<file path="config.mk">
export PLATFORM = sky130hd
export DESIGN_NAME = power_on_reset_timer
export DESIGN_NICKNAME = d
export VERILOG_FILES = /design/src/common/port_pkg.sv /design/src/hdl/port_timer.sv /design/src/hdl/power_on_reset_timer.sv
export SDC_FILE = /design/constraint.sdc
export NUM_CORES = 1
export LEC_CHECK = 0
export BUFFER_PORTS_ARGS = -buffer_cell sky130_fd_sc_hd__clkbuf_2
export CORE_MARGIN = 2
export CORE_UTILIZATION = 55
export DETAILED_ROUTE_END_ITERATION = 8
export PLACE_DENSITY = 0.76
export RECOVER_POWER = 25
export REMOVE_ABC_BUFFERS = 1
export SYNTH_ARGS = -nofsm -noshare
export SYNTH_HDL_FRONTEND = slang
export SYNTH_HIERARCHICAL = 1
export SYNTH_SLANG_ARGS = --single-unit
</file>
<file path="constraint.sdc">
create_clock -name clk -period 3.3 [get_ports clk]
set_input_delay 0.495 -clock clk [delete_from_list [all_inputs] [get_ports clk]]
set_output_delay 0.495 -clock clk [all_outputs]
set_load 0.05 [all_outputs]
</file>
<file path="src/common/port_pkg.sv">
// Constants and types shared by the power-on reset timer
package port_pkg;

	// ------------------------------------------------------------
	// Timing
	// ------------------------------------------------------------
	localparam int unsigned PORT_CLK_HZ = 40_000_000;
	localparam int unsigned PORT_TIMEOUT_MS = 18;
	// Cycles in the nominal time-out; 18 ms at 40 MHz is 720000
	localparam int unsigned PORT_TIMEOUT_CYC = (PORT_CLK_HZ / 1000) * PORT_TIMEOUT_MS;
	localparam int unsigned PORT_CNT_W = 20;

	// ------------------------------------------------------------
	// Reset values
	// ------------------------------------------------------------
	localparam logic PORT_LATCH_RST = 1'b1;
	localparam logic [PORT_CNT_W-1:0] PORT_CNT_RST = 20'h00000;

	// ------------------------------------------------------------
	// Sequencer states
	// ------------------------------------------------------------
	typedef enum logic [1:0]
	{
		PORT_HOLD = 2'b00,
		PORT_COUNT = 2'b01,
		PORT_RUN = 2'b11
	} port_state_e;

endpackage

</file>
<file path="src/hdl/port_timer.sv">
// Time-out counter of the device reset timer
module port_timer
	import port_pkg::*;
#(
	parameter int unsigned WIDTH = PORT_CNT_W
)
(
	// Clock and reset
	input wire logic clk,
	input wire logic rst,
	input wire logic clk_en,
	// Control
	input wire logic clear,
	input wire logic run,
	input wire logic [WIDTH-1:0] limit,
	// Result
	output logic done
);

	typedef struct packed
	{
		logic [WIDTH-1:0] cnt_r;
		logic done_r;
	} port_tmr_s;

	port_tmr_s st_r;
	port_tmr_s st_nxt;

	always_comb
	begin
		st_nxt = st_r;
		if (clear)
		begin
			st_nxt.cnt_r = '0;
			st_nxt.done_r = 1'b0;
		end
		else if (run && !st_r.done_r)
		begin
			// Saturates at the limit so a long hold cannot wrap around
			if (st_r.cnt_r == limit - WIDTH'(1))
				st_nxt.done_r = 1'b1;
			st_nxt.cnt_r = st_r.cnt_r + WIDTH'(1);
		end
	end

	always_ff @(posedge clk or posedge rst)
	begin
		if (rst)
		begin
			st_r.cnt_r <= '0;
			st_r.done_r <= 1'b0;
		end
		else if (clk_en)
			st_r <= st_nxt;
	end

	assign done = st_r.done_r;

endmodule

</file>
<file path="src/hdl/power_on_reset_timer.sv">
// Power-on reset sequencer: reset latch and device reset timer
// Contract
// - Power-up sets latch, timer held cleared
// - Timer idle while master clear low
// - Time-out clears latch, ends chip reset
// - Only rst or master clear low retriggers reset
module power_on_reset_timer
	import port_pkg::*;
#(
	parameter int unsigned TIMEOUT_CYC = PORT_TIMEOUT_CYC
)
(
	// Clock, power-up reset and enable
	input wire logic clk,
	input wire logic rst,
	input wire logic clk_en,
	// External reset pin, synchronous to clk
	input wire logic master_clear_n,
	// Core side
	output logic chip_reset,
	output logic timer_running
);

	// ------------------------------------------------------------
	// State
	// ------------------------------------------------------------
	typedef struct packed
	{
		port_state_e state_r;
		logic latch_r;
	} port_top_s;

	port_top_s st_r;
	port_top_s st_nxt;
	logic tmr_clear;
	logic tmr_done;

	// ------------------------------------------------------------
	// Sequencer
	// ------------------------------------------------------------
	always_comb
	begin
		st_nxt = st_r;
		tmr_clear = 1'b0;
		unique case (st_r.state_r)
			PORT_HOLD:
			begin
				st_nxt.latch_r = 1'b1;
				tmr_clear = 1'b1;
				if (master_clear_n)
					st_nxt.state_r = PORT_COUNT;
			end
			PORT_COUNT:
			begin
				if (!master_clear_n)
				begin
					st_nxt.state_r = PORT_HOLD;
					tmr_clear = 1'b1;
				end
				else if (tmr_done)
				begin
					st_nxt.latch_r = 1'b0;
					st_nxt.state_r = PORT_RUN;
				end
			end
			PORT_RUN:
			begin
				if (!master_clear_n)
				begin
					st_nxt.latch_r = 1'b1;
					st_nxt.state_r = PORT_HOLD;
					tmr_clear = 1'b1;
				end
			end
			default:
			begin
				st_nxt.latch_r = 1'b1;
				st_nxt.state_r = PORT_HOLD;
				tmr_clear = 1'b1;
			end
		endcase
	end

	// ------------------------------------------------------------
	// Registers
	// ------------------------------------------------------------
	// power-up sets latch
	// rst sets it, as does master_clear_n low in PORT_RUN; no supply-fall input exists by design
	always_ff @(posedge clk or posedge rst)
	begin
		if (rst)
		begin
			st_r.state_r <= PORT_HOLD;
			st_r.latch_r <= PORT_LATCH_RST;
		end
		else if (clk_en)
			st_r <= st_nxt;
	end

	// ------------------------------------------------------------
	// Timer
	// ------------------------------------------------------------
	port_timer #(
		.WIDTH(PORT_CNT_W)
	) u_device_reset_timer (
		.clk(clk),
		.rst(rst),
		.clk_en(clk_en),
		.clear(tmr_clear),
		.run(st_r.state_r == PORT_COUNT),
		.limit(PORT_CNT_W'(TIMEOUT_CYC)),
		.done(tmr_done)
	);

	assign chip_reset = st_r.latch_r;
	assign timer_running = (st_r.state_r == PORT_COUNT);

endmodule

</file>
==> results.md, run 1 <==
* CTS root buffer: sky130_fd_sc_hd__clkbuf_4
* Cells along the critical path: inv_1 > nor2_1 > nor2b_1 > o211ai_1 > or3_1 > or3_1 > a21oi_1
* Worst reg2reg path startpoint: st_r[1]$_DFFE_PP0P_
* Result of the run: complete, no violations
* Critical Path Max Stage Delay at 0.48 ns
* Antenna diode instance count at 0
* Number of fillers in the final layout at 321
* RSZ-0062 raised after global routing: no
* Number of clock buffers inserted by TritonCTS at 3
* Detailed Route Iter0 Violations at 55
* Leakage Power at 1.04 nW
* Most used flip-flop cell after synthesis: sky130_fd_sc_hd__dfrtp_1
* Overall track demand over capacity in global routing at 0.212
* Kind of cell adding the most delay to the critical path: simple AND/OR/NAND/NOR gates
* Share of synthesized cell area in full adder, half adder and majority cells at 0.0133
* Count of hold-fix buffers inserted at cts at 0
* Most frequent cell on the critical path: sky130_fd_sc_hd__or3_1
* Routability cong. at 0.829
* Clock tree from TritonCTS: built
* Starting utilization of the core area at 0.568
* Cells resized by post-CTS repair at 0
* Tot Pwr at 0.649 mW
* Layout overhead on the synthesized area at 19.6%
* Worst R2R End: u_device_reset_timer/st_r[14]$_DFFE_PP0P_
* Number of antenna violations at the first check in global routing at 0
* Worst endpoint data arrival time at 2.37 ns
* Buffers added on ports at 5
* Max-slew violations at 0
* Type of destination of the critical path: register
* Setup slack of the critical path after layout at 1.17 ns
* Sum of routed wire length over all layers at 3680 um
* Async S/R FF share, synth at 1.00
* Cells after synthesis at 219
* Share of synthesized area occupied by flip-flops and latches at 0.320
* Type of the worst setup path: reg -> reg
* Core area at 3310 sq um
* Number of nets still failing antenna checks after routing at 0
* Multi-input combinational cell area at 1490 sq um
* Number of enable flip-flop cells after synthesis at 0
* Logic depth of the worst register-to-register path at 7
* CTS clock-pin slew for the worst setup and hold paths at 0.13 ns
* Wire length of the first global-routing pass at 6620 um
* Worst path bufs/invs at 1
* Synthesized-area fraction occupied by ao, oa, aoi and oai cells at 0.110
* Fraction of final layout cells sized beyond drive strength 1 at 0.0687
* Part of the cycle the worst path needs at 0.646
* Areal power density over the cells at 289 nW/um^2
* Top-area cell type share of the netlist area at 0.306
* H-tree level count at 1
* # clock sinks at 24
* Clk buf depth at 2
* Max_slew headroom at 0.471
* Area fraction in and, or, nand and nor cells after synthesis at 0.319
* Setup slack of the worst register-to-register path at 1.17 ns
* Cell variety after synth at 54
* Core Rows at 21
* Die height at 62.5 um
* Mapped cell area at 1880 sq um
* Crit path launch type: register
* Final Instance Count excl. Fillers at 337
* GRT overflow at 0
* Post-placement cell count at 333
* Via Count at 1555
* DIE WIDTH at 62.5 um
* Synth Warn # at 6
* Post-DP HPWL at 2950 um
* Average instance area after synthesis at 8.59 sq um
* Final Hold Violating Endpoints at 0
* Peak supply drop at 347 uV
* Register Area at 602 sq um
* Final routed DRC violation total at 0
* Reported max-cap violation count at 0
* Number of register bits inferred by synthesis at 24
* Die ar. at 3900 sq um
* Largest family of logic cells by synthesized area: simple AND/OR/NAND/NOR gates
* Mux share of post-synthesis cell area at 0.0113
* Largest cells by area after synthesis: sky130_fd_sc_hd__dfrtp_1 (31%), sky130_fd_sc_hd__xor2_1 (11%), sky130_fd_sc_hd__xnor2_1 (8.8%), sky130_fd_sc_hd__nor2_1 (5.8%), sky130_fd_sc_hd__nand2_1 (3.6%)
* Maximum number of pins on one net before global-route repair at 22
* Number of global-route vias before repair at 1471
* Class of the most critical hold timing path: in -> async
* CP max-delay cell: sky130_fd_sc_hd__or3_1
* Vias per std cell at 4.61
* Worst-margin pin slew at 0.792 ns
* Final critical-path required period at 2.13 ns
* Total negative slack at 0 ns
* Post-placement setup slack at 1.14 ns
* XOR/XNOR Fraction of Synth Area at 0.196
* Top-level port count at 6
* Clk_lat worst skew at 0.31 ns
* Number of nets at the end of the flow at 298
* Cell accounting for the most synthesized area: sky130_fd_sc_hd__dfrtp_1
* Setup skew after layout at 0.00298 ns
* Post-CTS Repair Setup Buffers at 0
* Drt pass-1 iters at 4
* Largest driver fanout on the critical path at 6
* Number of endpoints failing setup at the final stage at 0
* Wire length per cell at 10.9 um
* Data required time of the critical path at 3.54 ns
* F_max at 0.469 GHz
cells by family (layout without fill, tap and decap cells):
logic type                 count (synthesis)  after routing
buffers and inverters                     13             16
adders and majority gates                  2              2
muxes                                      2              2
other                                      2             71
xor gates and xnor gates                  42             42
AOI/OAI and AO/OA                         30             30
and+or+nand+nor                          104            104
DFF                                       24             24
final cells by class:
cell class,instances,share of cell area
Clock inverter,1,0.0134
Multi-Input combinational cell,251,0.661
Inverter,7,0.0117
Sequential cell,24,0.268
Clock buffer,3,0.0100
Tap cell,46,0.0256
Timing Repair Buffer,5,0.0106
layout by cell type (no fill, tap or decap), drive strengths merged, types with 2 or more instances in the layout:
master   count
nor3        11
conb        71
a31oi        4
nand2       18
ha           2
and2         3
xor2        23
or3          3
nor4b        3
o21ai        8
nor2b        6
or4          2
dfrtp       23
nand4        8
nand3        5
nor4         3
a21oi        5
nand2b       4
nor2        29
and3         2
inv          7
o2111ai      2
xnor2       19
clkbuf       8
Yosys cell counts (all sizes together) (2+ instances only):
cell type  count
o21ai          8
ha             2
nor2          29
and2           3
a21oi          5
nor3          11
nand2         18
or4            2
nor4           3
a31oi          4
clkbuf         5
xor2          23
nor4b          3
and3           2
o2111ai        2
dfrtp         23
xnor2         19
nand3          5
nand2b         4
nand4          8
nor2b          6
inv            7
or3            3
conb           2
worst max path at each step:
stage	from	to	slack (ns)	depth (start not counted)
6_report	st_r[1]$_DFFE_PP0P_	u_device_reset_timer/st_r[14]$_DFFE_PP0P_	1.17	7
5_1_grt	st_r[1]$_DFFE_PP0P_	u_device_reset_timer/st_r[18]$_DFFE_PP0P_	0.93	8
4_1_cts	st_r[1]$_DFFE_PP0P_	u_device_reset_timer/st_r[14]$_DFFE_PP0P_	1.18	7
3_5_place_dp	master_clear_n	u_device_reset_timer/done$_DFFE_PP0P_	1.14	7
3_3_place_gp	master_clear_n	u_device_reset_timer/done$_DFFE_PP0P_	1.22	7
2_1_floorplan	st_r[1]$_DFFE_PP0P_	u_device_reset_timer/st_r[14]$_DFFE_PP0P_	0.74	7
power breakdown:
group          switching (mW)  internal, mW
Clock                  0.0888         0.123
Sequential            0.00859         0.305
Combinational          0.0818        0.0416
stage by stage:
step,hold WS [ns],util,cell area [sq um]
detailed placement,0.374,0.664,2200
floorplan,0.248,-,2110
CTS,0.0172,0.680,2250
global route,0.0237,0.679,2250
finish,0.0264,0.679,2250
global placement,0.362,0.664,2200
routing by layer:
metal / track usage / up-vias / wire length [um]
met3: 0.0108 / 2 / 71
li1: - / 839 / -
met2: 0.376 / 18 / 1830
met1: 0.277 / 696 / 1750
met5: 0 / - / 0
met4: 0.0667 / 0 / 25
registers in the layout, summed over array words and instances (netlist names):
register,count
st_r,2
u_device_reset_timer/done,1
chip_reset,1
u_device_reset_timer/st_r,20
Note: power is estimated with default switching activity, not from simulation.
==> inputs of run 2 (changes only) <==
Clock period 3.3 ns to 2 ns, I/O delays scaled along.
==> results.md, run 2 (synthesis gave the netlist of run 1 again) <==
* Result of the run: complete, no violations
* Crit path launch type: register
* Antenna diode instance count at 0 (unchanged)
* Peak supply drop at 431 uV (+24%)
* Number of antenna violations at the first check in global routing at 0 (unchanged)
* DIE WIDTH at 62.5 um (unchanged)
* # clock sinks at 24 (unchanged)
* Max reg flops at 20 (unchanged)
* Worst endpoint data arrival time at 2.17 ns (-0.20 ns)
* Type of destination of the critical path: register
* CTS root buffer: sky130_fd_sc_hd__clkbuf_4
* F_max at 0.523 GHz (+11%)
* Layout overhead on the synthesized area at 25.9%
* Most frequent cells in the layout: sky130_fd_sc_hd__conb_1 (71), sky130_fd_sc_hd__nor2_1 (28), sky130_fd_sc_hd__dfrtp_1 (23), sky130_fd_sc_hd__xor2_1 (23), sky130_fd_sc_hd__xnor2_1 (19)
* Class of the most critical hold timing path: in -> reg
* Die ar. at 3900 sq um (unchanged)
* Clk buf depth at 2 (unchanged)
* Overall track demand over capacity in global routing at 0.227 (+0.0156)
* Tot Pwr at 1.10 mW (+69%)
* Type of the worst setup path: reg -> reg
* Wire length per cell at 11.0 um (+0.94%)
* Core area at 3310 sq um (unchanged)
* Number of clock buffers inserted by TritonCTS at 3 (unchanged)
* Final critical-path required period at 1.91 ns (-0.218 ns)
* Worst-margin pin slew at 1.09 ns (+0.302 ns)
* Setup skew after layout at 0.00284 ns (-0.000144 ns)
* Areal power density over the cells at 463 nW/um^2 (+60%)
* Starting utilization of the core area at 0.568 (unchanged)
* Total placed instance area at 2270 sq um (+3.4%)
* Largest register by flop count: u_device_reset_timer/st_r
* Detailed Route Iter0 Violations at 68 (+24%)
* Via Count at 1650 (+6.1%)
* Data required time of the critical path at 2.26 ns (-1.28 ns)
* Leakage Power at 1.11 nW (+6.9%)
* Final routed DRC violation total at 0 (unchanged)
* Clk_lat worst skew at 0.32 ns (about the same)
* Die height at 62.5 um (unchanged)
* GRT overflow at 0 (unchanged)
* Part of the cycle the worst path needs at 0.956 (+0.310)
* Drt pass-1 iters at 4 (unchanged)
* Reported max-cap violation count at 0 (unchanged)
* Max-slew violations at 0 (unchanged)
* Maximum number of pins on one net before global-route repair at 22 (unchanged)
* Commonest non-fill, non-tap cell in the layout: sky130_fd_sc_hd__conb_1
* Fraction of final layout cells sized beyond drive strength 1 at 0.118 (+0.0497)
* Number of nets at the end of the flow at 311 (+4.4%)
* Register Area at 602 sq um (unchanged)
* Top-level port count at 6 (unchanged)
* Post-DP HPWL at 3040 um (+3.0%)
* Number of fillers in the final layout at 288 (-10%)
* Buffers added on ports at 5 (unchanged)
* Core Rows at 21 (unchanged)
* Multi-input combinational cell area at 1510 sq um (+1.4%)
* Max_slew headroom at 0.271 (-0.201)
* Number of nets still failing antenna checks after routing at 0 (unchanged)
* Total negative slack at 0 ns (unchanged)
* CTS clock-pin slew for the worst setup and hold paths at 0.13 ns (about the same)
* Worst hold slack at 0.239 ns (+0.213 ns)
* Number of endpoints failing setup at the final stage at 0 (unchanged)
* Setup slack of the worst register-to-register path at 0.09 ns (-1.08 ns)
* H-tree level count at 1 (unchanged)
* Final design area excluding fillers at 2370 sq um (+5.3%)
* Clock tree from TritonCTS: built
* Number of global-route vias before repair at 1611 (+9.5%)
* Final Util at 0.715 (+0.0359)
* Vias per std cell at 4.71 (+2.2%)
* Wire length of the first global-routing pass at 7100 um (+7.3%)
* RSZ-0062 raised after global routing: no
* Largest driver fanout on the critical path at 3 (-3)
* Sum of routed wire length over all layers at 3860 um (+4.8%)
* Final Hold Violating Endpoints at 0 (unchanged)
* Largest registers: u_device_reset_timer/st_r (20), st_r (2)
* Routability cong. at 0.850 (+2.6%)
run 2: cell count changes in the layout (fill, tap and decap cells not counted):
| cell | delta |
|---|---|
| sky130_fd_sc_hd__buf_4 | +11 |
| sky130_fd_sc_hd__clkbuf_2 | +1 |
| sky130_fd_sc_hd__dlygate4sd3_1 | +1 |
| sky130_fd_sc_hd__nor2_1 | -1 |
| sky130_fd_sc_hd__nor2_2 | +1 |
| sky130_fd_sc_hd__nor2b_1 | -1 |
| sky130_fd_sc_hd__nor2b_4 | +1 |
| sky130_fd_sc_hd__nor4_1 | -1 |
| sky130_fd_sc_hd__nor4_2 | +1 |
| sky130_fd_sc_hd__or3_1 | -1 |
| sky130_fd_sc_hd__or3_4 | +1 |
run 2: per-layer routing:
layer,up-vias,global-route usage,routed length [um]
met5,-,0,0
met2,23,0.374,1830
li1,868,-,-
met3,8,0.0216,62
met1,751,0.308,1870
met4,0,0.0944,94
run 2: worst max-delay path, stage by stage (launching register included):
cell	delay, ns
sky130_fd_sc_hd__dfrtp_1	0.37
sky130_fd_sc_hd__inv_1	0.06
sky130_fd_sc_hd__nor2_2	0.15
sky130_fd_sc_hd__nor2b_4	0.18
sky130_fd_sc_hd__o211ai_1	0.17
sky130_fd_sc_hd__or3_4	0.44
sky130_fd_sc_hd__or3_1	0.35
sky130_fd_sc_hd__a21oi_1	0.13
run 2: area by class of cell:
cell class / count / share of cell area
clock buffer: 3 / 0.00951
sequential: 24 / 0.254
clock inverter: 1 / 0.0127
multi-input combinational: 251 / 0.637
tap: 46 / 0.0243
timing repair buffer: 18 / 0.0513
inverter: 7 / 0.0111
run 2: worst paths after layout:
kind | to | from | depth (start not counted)
hold reg to reg | chip_reset$_DFFE_PP1P_ | st_r[1]$_DFFE_PP0P_ | 2
setup / recovery | u_device_reset_timer/st_r[14]$_DFFE_PP0P_ | st_r[1]$_DFFE_PP0P_ | 7
setup reg to reg | u_device_reset_timer/st_r[14]$_DFFE_PP0P_ | st_r[1]$_DFFE_PP0P_ | 7
hold / removal | chip_reset$_DFFE_PP1P_ | master_clear_n | 3
max in group asynchronous | u_device_reset_timer/st_r[12]$_DFFE_PP0P_ | rst | 4
min in group asynchronous | st_r[2]$_DFFE_PP0P_ | rst | 3
run 2: what timing repair did:
item / in CTS / in global routing
gates resized for setup: 1 / 4
setup buffers: 0 / 2
hold endpoints to repair: 24 / 0
hold buffers: 1 / 0
pin swaps: 0 / 2
setup endpoints to repair: 2 / 5
run 2: power by group:
| group | total (mW) | switching (mW) | internal, mW |
|---|---|---|---|
| Sequential | 0.518 | 0.0141 | 0.504 |
| Clock | 0.353 | 0.151 | 0.203 |
| Combinational | 0.224 | 0.143 | 0.0809 |
run 2: metrics by stage:
step	setup WS [ns]	std cells
2_1_floorplan	-0.561	282
5_1_grt	0.0145	350
6_report	0.0877	350
3_5_place_dp	0.0669	343
3_3_place_gp	0.158	343
4_1_cts	0.00535	348
